### config.mk
export PLATFORM = sky130hd
export DESIGN_NAME = sps_top
export DESIGN_NICKNAME = d
export VERILOG_FILES = /design/src/sps_pkg.sv /design/src/sps_pin_if.sv /design/src/sps_top.sv /design/src/sps_pin_sync.sv
export SDC_FILE = /design/constraint.sdc
export NUM_CORES = 1
export LEC_CHECK = 0
export BUFFER_PORTS_ARGS = -buffer_cell sky130_fd_sc_hd__buf_2
export CORE_MARGIN = 3
export CORE_UTILIZATION = 55
export CTS_CLUSTER_DIAMETER = 120
export CTS_CLUSTER_SIZE = 10
export DETAILED_ROUTE_END_ITERATION = 7
export GPL_TIMING_DRIVEN = 0
export PLACE_DENSITY = 0.9
export SYNTH_ARGS = -nofsm -noshare
export SYNTH_HDL_FRONTEND = slang
export SYNTH_HIERARCHICAL = 1
export SYNTH_SLANG_ARGS = --single-unit
### constraint.sdc
create_clock -name pclk -period 6 [get_ports pclk]
set_input_delay 0.3 -clock pclk [delete_from_list [all_inputs] [get_ports pclk]]
set_output_delay 0.3 -clock pclk [all_outputs]
set_load 0.02 [all_outputs]
### src/sps_pkg.sv
// package: register map, field positions and reset values of the serial port status block
package sps_pkg;
   // -------------------------------------------------------------------
   // register byte offsets
   // -------------------------------------------------------------------
   localparam logic [7:0] ADDR_STATUS = 8'h00;
   localparam logic [7:0] ADDR_CONTROL = 8'h04;
   localparam logic [7:0] ADDR_BUFFER = 8'h08;
   localparam logic [7:0] ADDR_OWN = 8'h0C;
   localparam logic [7:0] ADDR_IRQ_STAT = 8'h10;
   localparam logic [7:0] ADDR_IRQ_EN = 8'h14;
   localparam logic [7:0] ADDR_IRQ_CLR = 8'h18;
   // -------------------------------------------------------------------
   // status register fields
   // -------------------------------------------------------------------
   localparam int ST_SMP = 7;
   localparam int ST_CKE = 6;
   localparam int ST_DA = 5;
   localparam int ST_STOP = 4;
   localparam int ST_START = 3;
   localparam int ST_RW = 2;
   localparam int ST_UA = 1;
   localparam int ST_BF = 0;
   // -------------------------------------------------------------------
   // control register fields
   // -------------------------------------------------------------------
   localparam int CT_EN = 5;
   localparam int CT_CKP = 4;
   localparam int CT_I2C = 0;
   localparam logic [7:0] CTRL_RESET = 8'h00;
   localparam logic [7:0] OWN_RESET = 8'h00;
   // -------------------------------------------------------------------
   // interrupt fields
   // -------------------------------------------------------------------
   localparam int IRQ_W = 3;
   localparam int IRQ_BYTE = 0;
   localparam int IRQ_START = 1;
   localparam int IRQ_STOP = 2;
   localparam logic [3:0] LAST_BIT = 4'h7;
   typedef enum logic [4:0] {
      SPS_IDLE = 5'b0_0001,
      SPS_ADDR = 5'b0_0010,
      SPS_RXD = 5'b0_0100,
      SPS_TXD = 5'b0_1000,
      SPS_ACK = 5'b1_0000
   } sps_state_t;
endpackage

### src/sps_pin_if.sv
// interface: synchronised link pin levels and detected events
`timescale 1ns/1ps
interface sps_pin_if;
   logic clk_lvl;
   logic dat_lvl;
   logic clk_rise;
   logic clk_fall;
   logic start_det;
   logic stop_det;
   modport src (output clk_lvl, dat_lvl, clk_rise, clk_fall, start_det, stop_det);
   modport dst (input clk_lvl, dat_lvl, clk_rise, clk_fall, start_det, stop_det);
endinterface

### src/sps_top.sv
// module: serial port (spi / i2c slave) with status flags and apb registers
//
// Overview of operation
// - edge select picks transmit clock transition
// - idle/active clock levels come from polarity
// - data/address flag tracks last received byte
// - stop flag set when stop seen last
// - start flag set when start seen last
// - store read/write bit until start, stop, ack
// - buffer full set when received byte waits
// - buffer full held during i2c transmit
//
// Chosen here: the APB slave port and the register addresses.
`timescale 1ns/1ps
module sps_top
(
   input wire logic pclk, // system clock, 250 MHz
   input wire logic presetn, // async reset, active low
   input wire logic psel, // apb select
   input wire logic penable, // apb enable
   input wire logic pwrite, // apb direction, high = write
   input wire logic [7:0] paddr, // apb byte address
   input wire logic [31:0] pwdata, // apb write data
   output logic [31:0] prdata, // apb read data
   output logic pready, // apb ready
   output logic pslverr, // apb error on unmapped address
   input wire logic link_clk_i, // serial clock pin (sck / scl)
   input wire logic link_dat_i, // serial data in (sdi / sda)
   output logic sdo_o, // spi data out
   output logic sda_o, // i2c data out level, always low
   output logic sda_oe, // i2c data pull-down enable
   output logic irq // interrupt, level
);
   // -------------------------------------------------------------------
   // declarations
   // -------------------------------------------------------------------
   sps_pin_if pin_bus ();
   sps_pkg::sps_state_t state_reg;
   logic [7:0] ctrl_reg;
   logic [7:0] own_addr_reg;
   logic [7:0] serial_buffer;
   logic [7:0] shift_reg;
   logic [7:0] tx_reg;
   logic [3:0] bit_cnt_reg;
   logic smp_reg;
   logic cke_reg;
   logic da_reg;
   logic stop_reg;
   logic start_reg;
   logic rw_reg;
   logic buffer_full_flag;
   logic dir_read_reg;
   logic sdo_reg;
   logic sda_oe_reg;
   logic [sps_pkg::IRQ_W-1:0] irq_stat_reg;
   logic [sps_pkg::IRQ_W-1:0] irq_en_reg;
   logic irq_reg;
   logic [31:0] prdata_reg;
   logic pready_reg;
   logic pslverr_reg;
   logic spi_mode;
   logic i2c_mode;
   logic tx_edge;
   logic sample_edge;
   logic spi_done;
   logic i2c_last;
   logic addr_hit;
   logic data_rx;
   logic tx_done;
   logic ack_clear;
   logic start_ev;
   logic stop_ev;
   logic [7:0] full_byte;
   logic [7:0] serial_status_reg;
   logic wr_en;
   logic rd_en;
   logic [sps_pkg::IRQ_W-1:0] irq_ev;

   function automatic logic hit(input logic [7:0] addr, input logic [7:0] off);
      hit = (addr == off);
   endfunction

   function automatic logic mapped(input logic [7:0] addr);
      mapped = hit(addr, sps_pkg::ADDR_STATUS) | hit(addr, sps_pkg::ADDR_CONTROL)
             | hit(addr, sps_pkg::ADDR_BUFFER) | hit(addr, sps_pkg::ADDR_OWN)
             | hit(addr, sps_pkg::ADDR_IRQ_STAT) | hit(addr, sps_pkg::ADDR_IRQ_EN)
             | hit(addr, sps_pkg::ADDR_IRQ_CLR);
   endfunction

   sps_pin_sync u_sync
   (
      .pclk(pclk),
      .presetn(presetn),
      .clk_pin(link_clk_i),
      .dat_pin(link_dat_i),
      .pins(pin_bus.src)
   );

   // -------------------------------------------------------------------
   // decode of mode, edges and byte events
   // -------------------------------------------------------------------
   assign spi_mode = ctrl_reg[sps_pkg::CT_EN] & ~ctrl_reg[sps_pkg::CT_I2C];
   assign i2c_mode = ctrl_reg[sps_pkg::CT_EN] & ctrl_reg[sps_pkg::CT_I2C];
   // active->idle is a fall for idle-low clocks, a rise for idle-high
   assign tx_edge = (cke_reg ^ ctrl_reg[sps_pkg::CT_CKP]) ? pin_bus.clk_fall
                  : pin_bus.clk_rise;
   assign sample_edge = (cke_reg ^ ctrl_reg[sps_pkg::CT_CKP]) ? pin_bus.clk_rise
                      : pin_bus.clk_fall;
   assign full_byte = {shift_reg[6:0], pin_bus.dat_lvl};
   assign spi_done = spi_mode & sample_edge & (bit_cnt_reg == sps_pkg::LAST_BIT);
   assign i2c_last = i2c_mode & pin_bus.clk_rise & (bit_cnt_reg == sps_pkg::LAST_BIT);
   assign addr_hit = i2c_last & (state_reg == sps_pkg::SPS_ADDR)
                   & (full_byte[7:1] == own_addr_reg[6:0]);
   assign data_rx = i2c_last & (state_reg == sps_pkg::SPS_RXD);
   assign tx_done = i2c_last & (state_reg == sps_pkg::SPS_TXD);
   assign start_ev = i2c_mode & pin_bus.start_det;
   assign stop_ev = i2c_mode & pin_bus.stop_det;
   // end of our ack after a data byte, or the master's ack in a read
   assign ack_clear = (state_reg == sps_pkg::SPS_ACK) & pin_bus.clk_fall & sda_oe_reg & da_reg
                    | (state_reg == sps_pkg::SPS_TXD) & dir_read_reg & pin_bus.clk_rise
                      & bit_cnt_reg[3];

   // -------------------------------------------------------------------
   // apb slave: zero-wait access, pready high in every access phase
   // -------------------------------------------------------------------
   assign wr_en = psel & penable & pready_reg & pwrite;
   assign rd_en = psel & penable & pready_reg & ~pwrite;

   always_comb
   begin
      serial_status_reg = 8'h00;
      serial_status_reg[sps_pkg::ST_SMP] = smp_reg;
      serial_status_reg[sps_pkg::ST_CKE] = cke_reg;
      serial_status_reg[sps_pkg::ST_DA] = da_reg;
      serial_status_reg[sps_pkg::ST_STOP] = stop_reg;
      serial_status_reg[sps_pkg::ST_START] = start_reg;
      serial_status_reg[sps_pkg::ST_RW] = rw_reg;
      serial_status_reg[sps_pkg::ST_UA] = 1'b0;
      serial_status_reg[sps_pkg::ST_BF] = buffer_full_flag;
   end

   always_ff @(posedge pclk or negedge presetn)
   begin
      if (!presetn)
      begin
         pready_reg <= 1'b0;
         pslverr_reg <= 1'b0;
         prdata_reg <= 32'h0000_0000;
      end
      else
      begin
         pready_reg <= psel & ~penable;
         pslverr_reg <= psel & ~penable & ~mapped(paddr);
         if (psel & ~penable & ~pwrite)
         begin
            case (1'b1)
               hit(paddr, sps_pkg::ADDR_STATUS): prdata_reg <= {24'h00_0000, serial_status_reg};
               hit(paddr, sps_pkg::ADDR_CONTROL): prdata_reg <= {24'h00_0000, ctrl_reg};
               hit(paddr, sps_pkg::ADDR_BUFFER): prdata_reg <= {24'h00_0000, serial_buffer};
               hit(paddr, sps_pkg::ADDR_OWN): prdata_reg <= {24'h00_0000, own_addr_reg};
               hit(paddr, sps_pkg::ADDR_IRQ_STAT): prdata_reg <= {29'h0000_0000, irq_stat_reg};
               hit(paddr, sps_pkg::ADDR_IRQ_EN): prdata_reg <= {29'h0000_0000, irq_en_reg};
               default: prdata_reg <= 32'h0000_0000;
            endcase
         end
      end
   end

   // -------------------------------------------------------------------
   // software-writable configuration
   // -------------------------------------------------------------------
   always_ff @(posedge pclk or negedge presetn)
   begin
      if (!presetn)
      begin
         ctrl_reg <= sps_pkg::CTRL_RESET;
         own_addr_reg <= sps_pkg::OWN_RESET;
         smp_reg <= 1'b0;
         cke_reg <= 1'b0;
         irq_en_reg <= '0;
      end
      else if (wr_en)
      begin
         if (hit(paddr, sps_pkg::ADDR_CONTROL))
            ctrl_reg <= pwdata[7:0];
         if (hit(paddr, sps_pkg::ADDR_OWN))
            own_addr_reg <= pwdata[7:0];
         if (hit(paddr, sps_pkg::ADDR_IRQ_EN))
            irq_en_reg <= pwdata[sps_pkg::IRQ_W-1:0];
         // only the two configuration bits of the status word take a write
         if (hit(paddr, sps_pkg::ADDR_STATUS))
         begin
            smp_reg <= pwdata[sps_pkg::ST_SMP];
            cke_reg <= pwdata[sps_pkg::ST_CKE];
         end
      end
   end

   // -------------------------------------------------------------------
   // transmit byte and spi data out
   // -------------------------------------------------------------------
   always_ff @(posedge pclk or negedge presetn)
   begin
      if (!presetn)
      begin
         tx_reg <= 8'h00;
         sdo_reg <= 1'b0;
      end
      else if (wr_en && hit(paddr, sps_pkg::ADDR_BUFFER))
      begin
         tx_reg <= pwdata[7:0];
         sdo_reg <= pwdata[7];
      end
      else if (spi_mode && tx_edge && (cke_reg || bit_cnt_reg != 4'h0))
      begin
         // msb already on the pin; a leading-edge first transmit must keep it there
         tx_reg <= {tx_reg[6:0], 1'b0};
         sdo_reg <= tx_reg[6];
      end
   end

   // -------------------------------------------------------------------
   // shift engine: spi slave and i2c slave
   // -------------------------------------------------------------------
   always_ff @(posedge pclk or negedge presetn)
   begin
      if (!presetn)
      begin
         state_reg <= sps_pkg::SPS_IDLE;
         shift_reg <= 8'h00;
         bit_cnt_reg <= 4'h0;
         dir_read_reg <= 1'b0;
         sda_oe_reg <= 1'b0;
      end
      else if (spi_mode)
      begin
         state_reg <= sps_pkg::SPS_IDLE;
         sda_oe_reg <= 1'b0;
         if (sample_edge)
         begin
            shift_reg <= full_byte;
            bit_cnt_reg <= spi_done ? 4'h0 : bit_cnt_reg + 4'h1;
         end
      end
      else if (!i2c_mode || stop_ev)
      begin
         state_reg <= sps_pkg::SPS_IDLE;
         bit_cnt_reg <= 4'h0;
         sda_oe_reg <= 1'b0;
      end
      else if (start_ev)
      begin
         state_reg <= sps_pkg::SPS_ADDR;
         bit_cnt_reg <= 4'h0;
         sda_oe_reg <= 1'b0;
      end
      else
      begin
         case (state_reg)
            sps_pkg::SPS_IDLE:
               bit_cnt_reg <= 4'h0;
            sps_pkg::SPS_ADDR, sps_pkg::SPS_RXD:
            begin
               if (pin_bus.clk_rise)
               begin
                  shift_reg <= full_byte;
                  bit_cnt_reg <= bit_cnt_reg + 4'h1;
                  if (i2c_last)
                  begin
                     if (state_reg == sps_pkg::SPS_RXD || addr_hit)
                        state_reg <= sps_pkg::SPS_ACK;
                     else
                        state_reg <= sps_pkg::SPS_IDLE;
                     if (addr_hit)
                        dir_read_reg <= full_byte[0];
                  end
               end
            end
            sps_pkg::SPS_ACK:
            begin
               // first fall pulls data low, second fall releases it in a write or drives the first data bit in a read
               if (pin_bus.clk_fall)
               begin
                  bit_cnt_reg <= 4'h0;
                  if (!sda_oe_reg)
                     sda_oe_reg <= 1'b1;
                  else if (dir_read_reg)
                  begin
                     state_reg <= sps_pkg::SPS_TXD;
                     sda_oe_reg <= ~tx_reg[7];
                  end
                  else
                  begin
                     state_reg <= sps_pkg::SPS_RXD;
                     sda_oe_reg <= 1'b0;
                  end
               end
            end
            sps_pkg::SPS_TXD:
            begin
               // counts 0..7 are data bits, count 8 is the master's ack slot
               if (pin_bus.clk_fall)
                  sda_oe_reg <= bit_cnt_reg[3] ? 1'b0 : ~tx_reg[3'h7 - bit_cnt_reg[2:0]];
               if (pin_bus.clk_rise)
               begin
                  if (!bit_cnt_reg[3])
                     bit_cnt_reg <= bit_cnt_reg + 4'h1;
                  else if (!pin_bus.dat_lvl)
                     bit_cnt_reg <= 4'h0;
                  else
                     state_reg <= sps_pkg::SPS_IDLE;
               end
            end
            default:
               state_reg <= sps_pkg::SPS_IDLE;
         endcase
      end
   end

   // -------------------------------------------------------------------
   // bus condition and byte-type flags
   // -------------------------------------------------------------------
   always_ff @(posedge pclk or negedge presetn)
   begin
      if (!presetn)
      begin
         start_reg <= 1'b0;
         stop_reg <= 1'b0;
      end
      else if (start_ev)
      begin
         start_reg <= 1'b1;
         stop_reg <= 1'b0;
      end
      else if (stop_ev)
      begin
         start_reg <= 1'b0;
         stop_reg <= 1'b1;
      end
   end

   always_ff @(posedge pclk or negedge presetn)
   begin
      if (!presetn)
         da_reg <= 1'b0;
      else if (addr_hit)
         da_reg <= 1'b0;
      else if (data_rx)
         da_reg <= 1'b1;
   end

   always_ff @(posedge pclk or negedge presetn)
   begin
      if (!presetn)
         rw_reg <= 1'b0;
      else if (addr_hit)
         rw_reg <= full_byte[0];
      else if (start_ev || stop_ev || ack_clear)
         rw_reg <= 1'b0;
   end

   // -------------------------------------------------------------------
   // receive buffer and buffer-full flag; a set beats a same-cycle clear
   // -------------------------------------------------------------------
   always_ff @(posedge pclk or negedge presetn)
   begin
      if (!presetn)
         serial_buffer <= 8'h00;
      else if (spi_done || addr_hit || data_rx)
         serial_buffer <= full_byte;
   end

   always_ff @(posedge pclk or negedge presetn)
   begin
      if (!presetn)
         buffer_full_flag <= 1'b0;
      else if (spi_done || addr_hit || data_rx)
         buffer_full_flag <= 1'b1;
      else if (i2c_mode && wr_en && hit(paddr, sps_pkg::ADDR_BUFFER))
         buffer_full_flag <= 1'b1;
      else if (tx_done)
         buffer_full_flag <= 1'b0;
      else if (rd_en && hit(paddr, sps_pkg::ADDR_BUFFER))
         buffer_full_flag <= 1'b0;
   end

   // -------------------------------------------------------------------
   // interrupts: sticky status, enable, write-one-to-clear
   // -------------------------------------------------------------------
   assign irq_ev = {stop_ev, start_ev, spi_done | addr_hit | data_rx | tx_done};

   always_ff @(posedge pclk or negedge presetn)
   begin
      if (!presetn)
      begin
         irq_stat_reg <= '0;
         irq_reg <= 1'b0;
      end
      else
      begin
         if (wr_en && hit(paddr, sps_pkg::ADDR_IRQ_CLR))
            irq_stat_reg <= (irq_stat_reg & ~pwdata[sps_pkg::IRQ_W-1:0]) | irq_ev;
         else
            irq_stat_reg <= irq_stat_reg | irq_ev;
         irq_reg <= |(irq_stat_reg & irq_en_reg);
      end
   end

   // -------------------------------------------------------------------
   // outputs
   // -------------------------------------------------------------------
   assign prdata = prdata_reg;
   assign pready = pready_reg;
   assign pslverr = pslverr_reg;
   assign sdo_o = sdo_reg;
   // open-drain: the level is always low, only the enable moves
   assign sda_o = 1'b0;
   assign sda_oe = sda_oe_reg;
   assign irq = irq_reg;
endmodule

### src/sps_pin_sync.sv
// module: two-stage synchronisers and edge/condition detection for the link pins
`timescale 1ns/1ps
module sps_pin_sync
(
   input wire logic pclk, // system clock
   input wire logic presetn, // async reset, active low
   input wire logic clk_pin, // serial clock pin
   input wire logic dat_pin, // serial data pin
   sps_pin_if.src pins // synchronised levels and events
);
   logic [1:0] meta_reg;
   logic [1:0] sync_reg;
   logic [1:0] prev_reg;

   // -------------------------------------------------------------------
   // synchroniser; meta_reg feeds only sync_reg
   // -------------------------------------------------------------------
   always_ff @(posedge pclk or negedge presetn)
   begin
      if (!presetn)
      begin
         meta_reg <= 2'h0;
         sync_reg <= 2'h0;
         prev_reg <= 2'h0;
      end
      else
      begin
         meta_reg <= {clk_pin, dat_pin};
         sync_reg <= meta_reg;
         prev_reg <= sync_reg;
      end
   end

   assign pins.clk_lvl = sync_reg[1];
   assign pins.dat_lvl = sync_reg[0];
   assign pins.clk_rise = sync_reg[1] & ~prev_reg[1];
   assign pins.clk_fall = ~sync_reg[1] & prev_reg[1];
   // data moving while the clock stays high marks a bus condition
   assign pins.start_det = sync_reg[1] & prev_reg[1] & ~sync_reg[0] & prev_reg[0];
   assign pins.stop_det = sync_reg[1] & prev_reg[1] & sync_reg[0] & ~prev_reg[0];
endmodule

==> results.cfg <==
[cells_and_area]
final_cell_mix = dfrtp_1 (79), buf_2 (40), nand2_1 (39)
syn_to_final_growth_pct = 13.0
nNetsFinal = 520
num_antenna_cells = 0
stdcell_area_um2 = 4950
drive_gt1_share_pct = 30.5
fillers = 567
fin_util_pct = 66.2
final_common_cell = dfrtp_1
final_cells = 574

[power]
p_sw_share_pct = 25.7
p_per_area_nw_per_um2 = 195
clockPowerShare_pct = 35.4
finalPower_mw = 0.968
internal_power_mw = 0.719
vdd_drop_max_v = 0.000127
seqPwrFrac_pct = 56.4
comb_power_share_pct = 8.2
p_switching_mw = 0.249
leakage_nw = 2.46

[synthesis]
netlist-cell-type-count = 63
dominantRegCellSynth = dfrtp_1
synthArstFlopShare_pct = 100
avgSynthCellArea_um2 = 10.9
yosys_warnings = 6
seq_area_frac_synth_pct = 45.7
synth_edf_count = 0
syn-cell-area_um2 = 4380
synth_cells = 402
synth.ff_latch_count = 80

[clock_network]
cts_setup_buffers = 0
cts_sinks = 80
cts_tree = built
clock-root-buffer = clkbuf_8
cts_made_buffers = 9
cts_max_level = 3
cts_buffer_depth = 2
cts.clk_slew.worst_paths_ns = 0.07
cts_resized = 0
holdBufCountCts = 1
clk_latency_ns = 0.36

[worst_setup_path]
cpPeakStageDelay_ns = 0.41
critPathTopFamily = simple AND/OR/NAND/NOR gates
endpoint_kind = register
rr_startpoint = u_sync/sync_reg[1]
r2r_end = bit_cnt_reg[2]
cp_data_required_time_ns = 6.25
worstRegToRegCells = 8
start_kind = register
cp_slowest_cell = dfrtp_1
cp_common_cell = o21ai_0
worstPathMaxFanout = 10
r2r_setup_slack_ns = 3.59
cp_cell_sequence = nor2b_1 -> buf_2 -> nor4bb_1 -> a2111oi_0 -> o21ai_0 -> and3_1 -> o21ai_0 -> a22o_1
crit_buf_inv = 1
crit_type = reg -> reg
arrival_ns = 2.66

[timing]
final_min_period_over_clock_period_pct = 40.2
hold_viol_final = 0
fin_crit_ns = 2.41
fin_setup_tns_ns = 0
finClkSkew_ns = 0.0167
slew_headroom_pct = 50.4
worst_pin_slew_ns = 0.741
fmax_ghz = 0.414
drv_slew = 0
setup_viol = 0
rsz0062_at_grt = no

[placement]
hpwl_um = 7380
placed_cells = 558
place_area_um2 = 4780
gp_congestion = 0.894
io_buffer_count = 32

[floorplanning]
dieArea_um2 = 9080
core_area_um2 = 7490
die_w_um = 95.3
start_util_pct = 58.6
rows = 31
io_pins = 85
die_y_um = 95.3

[worst_hold_path]
min_to = u_sync/meta_reg[1]
hold_depth = 1
hold_class = in -> reg
hp-start = link_clk_i

[run_status]
outcome = completed

[detailed_routing]
postRouteAntennaNets = 0
dr_total_vias = 3330
via_per_inst = 5.80
wl_per_cell_um = 17.4
wirelength_um = 9970
drtIter0Drc = 234
drc = 0
firstDrtPassIters = 5

[global_routing]
overflow = 0
grt.total_usage_pct = 23.3
grt_pass1_vias = 3270
grt_pass1_wl_um = 16200
antenna_found_initial = 0
grt_max_degree = 45

[job]
maxCapViolCount = 0
[cells by family after synthesis]
group	Yosys count	synth area share, %
buffers and inverters	54	7.22
AOI/OAI and AO/OA	55	8.13
other	1	0.0855
xor gates and xnor gates	10	2.00
and+or+nand+nor	136	18.0
DFF	80	45.7
adders and majority gates	2	0.571
muxes	64	18.3
[through the flow]
| stage | hold WS [ns] | worst slack, ns |
|---|---|---|
| final | 0.0481 | 3.59 |
| after global routing | 0.0397 | 3.33 |
| after CTS | 0.0395 | 3.63 |
| after detailed placement | 0.292 | 3.63 |
| after global placement | 0.331 | 3.76 |
| after floorplan | 0.00441 | 4.08 |
[worst max path at each step]
stage	from	endpoint	slack (ns)	cells after the start
after floorplan	state_reg[0]	serial_buffer[0]	4.08	6
after global placement	u_sync/sync_reg[1]	bit_cnt_reg[2]	3.76	8
after detailed placement	u_sync/sync_reg[1]	bit_cnt_reg[2]	3.63	8
after CTS	u_sync/sync_reg[1]	bit_cnt_reg[2]	3.63	8
after global routing	u_sync/sync_reg[1]	bit_cnt_reg[2]	3.33	8
final	u_sync/sync_reg[1]	bit_cnt_reg[2]	3.59	8
[final cells by class]
class	instances	area, um2	area share, %
Timing Repair Buffer	34	193	3.89
Buffer	43	275	5.56
Multi-Input combinational cell	292	2150	43.5
Inverter	11	41.3	0.834
Sequential cell	80	2000	40.4
Clock buffer	10	128	2.58
Tap cell	99	124	2.50
Clock inverter	5	35.0	0.707
[synthesized netlist by cell type, drive strengths merged, types with 4 or more instances]
library cell / number / share of area (%)
dfrtp: 79 / 45
inv: 11 / 0.94
nor2b: 5 / 0.71
nand3: 22 / 2.7
a21boi: 4 / 0.68
nor4: 6 / 1.3
nor3: 8 / 1.8
nand2: 39 / 3.3
buf: 38 / 5.8
clkbuf: 5 / 0.46
o21ai: 20 / 2.3
mux4: 9 / 4.6
mux2i: 19 / 4.3
a21oi: 15 / 1.8
mux2: 36 / 9.3
nand4: 5 / 0.71
nor2: 23 / 2.0
xor2: 8 / 1.6
[layer usage]
metal	GRT usage, %	vias up	wire, um
li1	-	1528	-
met1	31.6	1625	4230
met2	36.5	146	4770
met3	3.95	31	663
met4	11.5	0	306
met5	0	-	0
[power groups by stage]
stage / Clock, mW / Sequential (mW) / Combinational, mW
after floorplan: 0 / 0.557 / 0.0470
after global placement: 0 / 0.557 / 0.0745
after detailed placement: 0 / 0.557 / 0.0777
after CTS: 0.346 / 0.546 / 0.0785
after global routing: 0.369 / 0.547 / 0.0863
final: 0.343 / 0.546 / 0.0793
No activity file was read; power rests on OpenSTA's default activity.
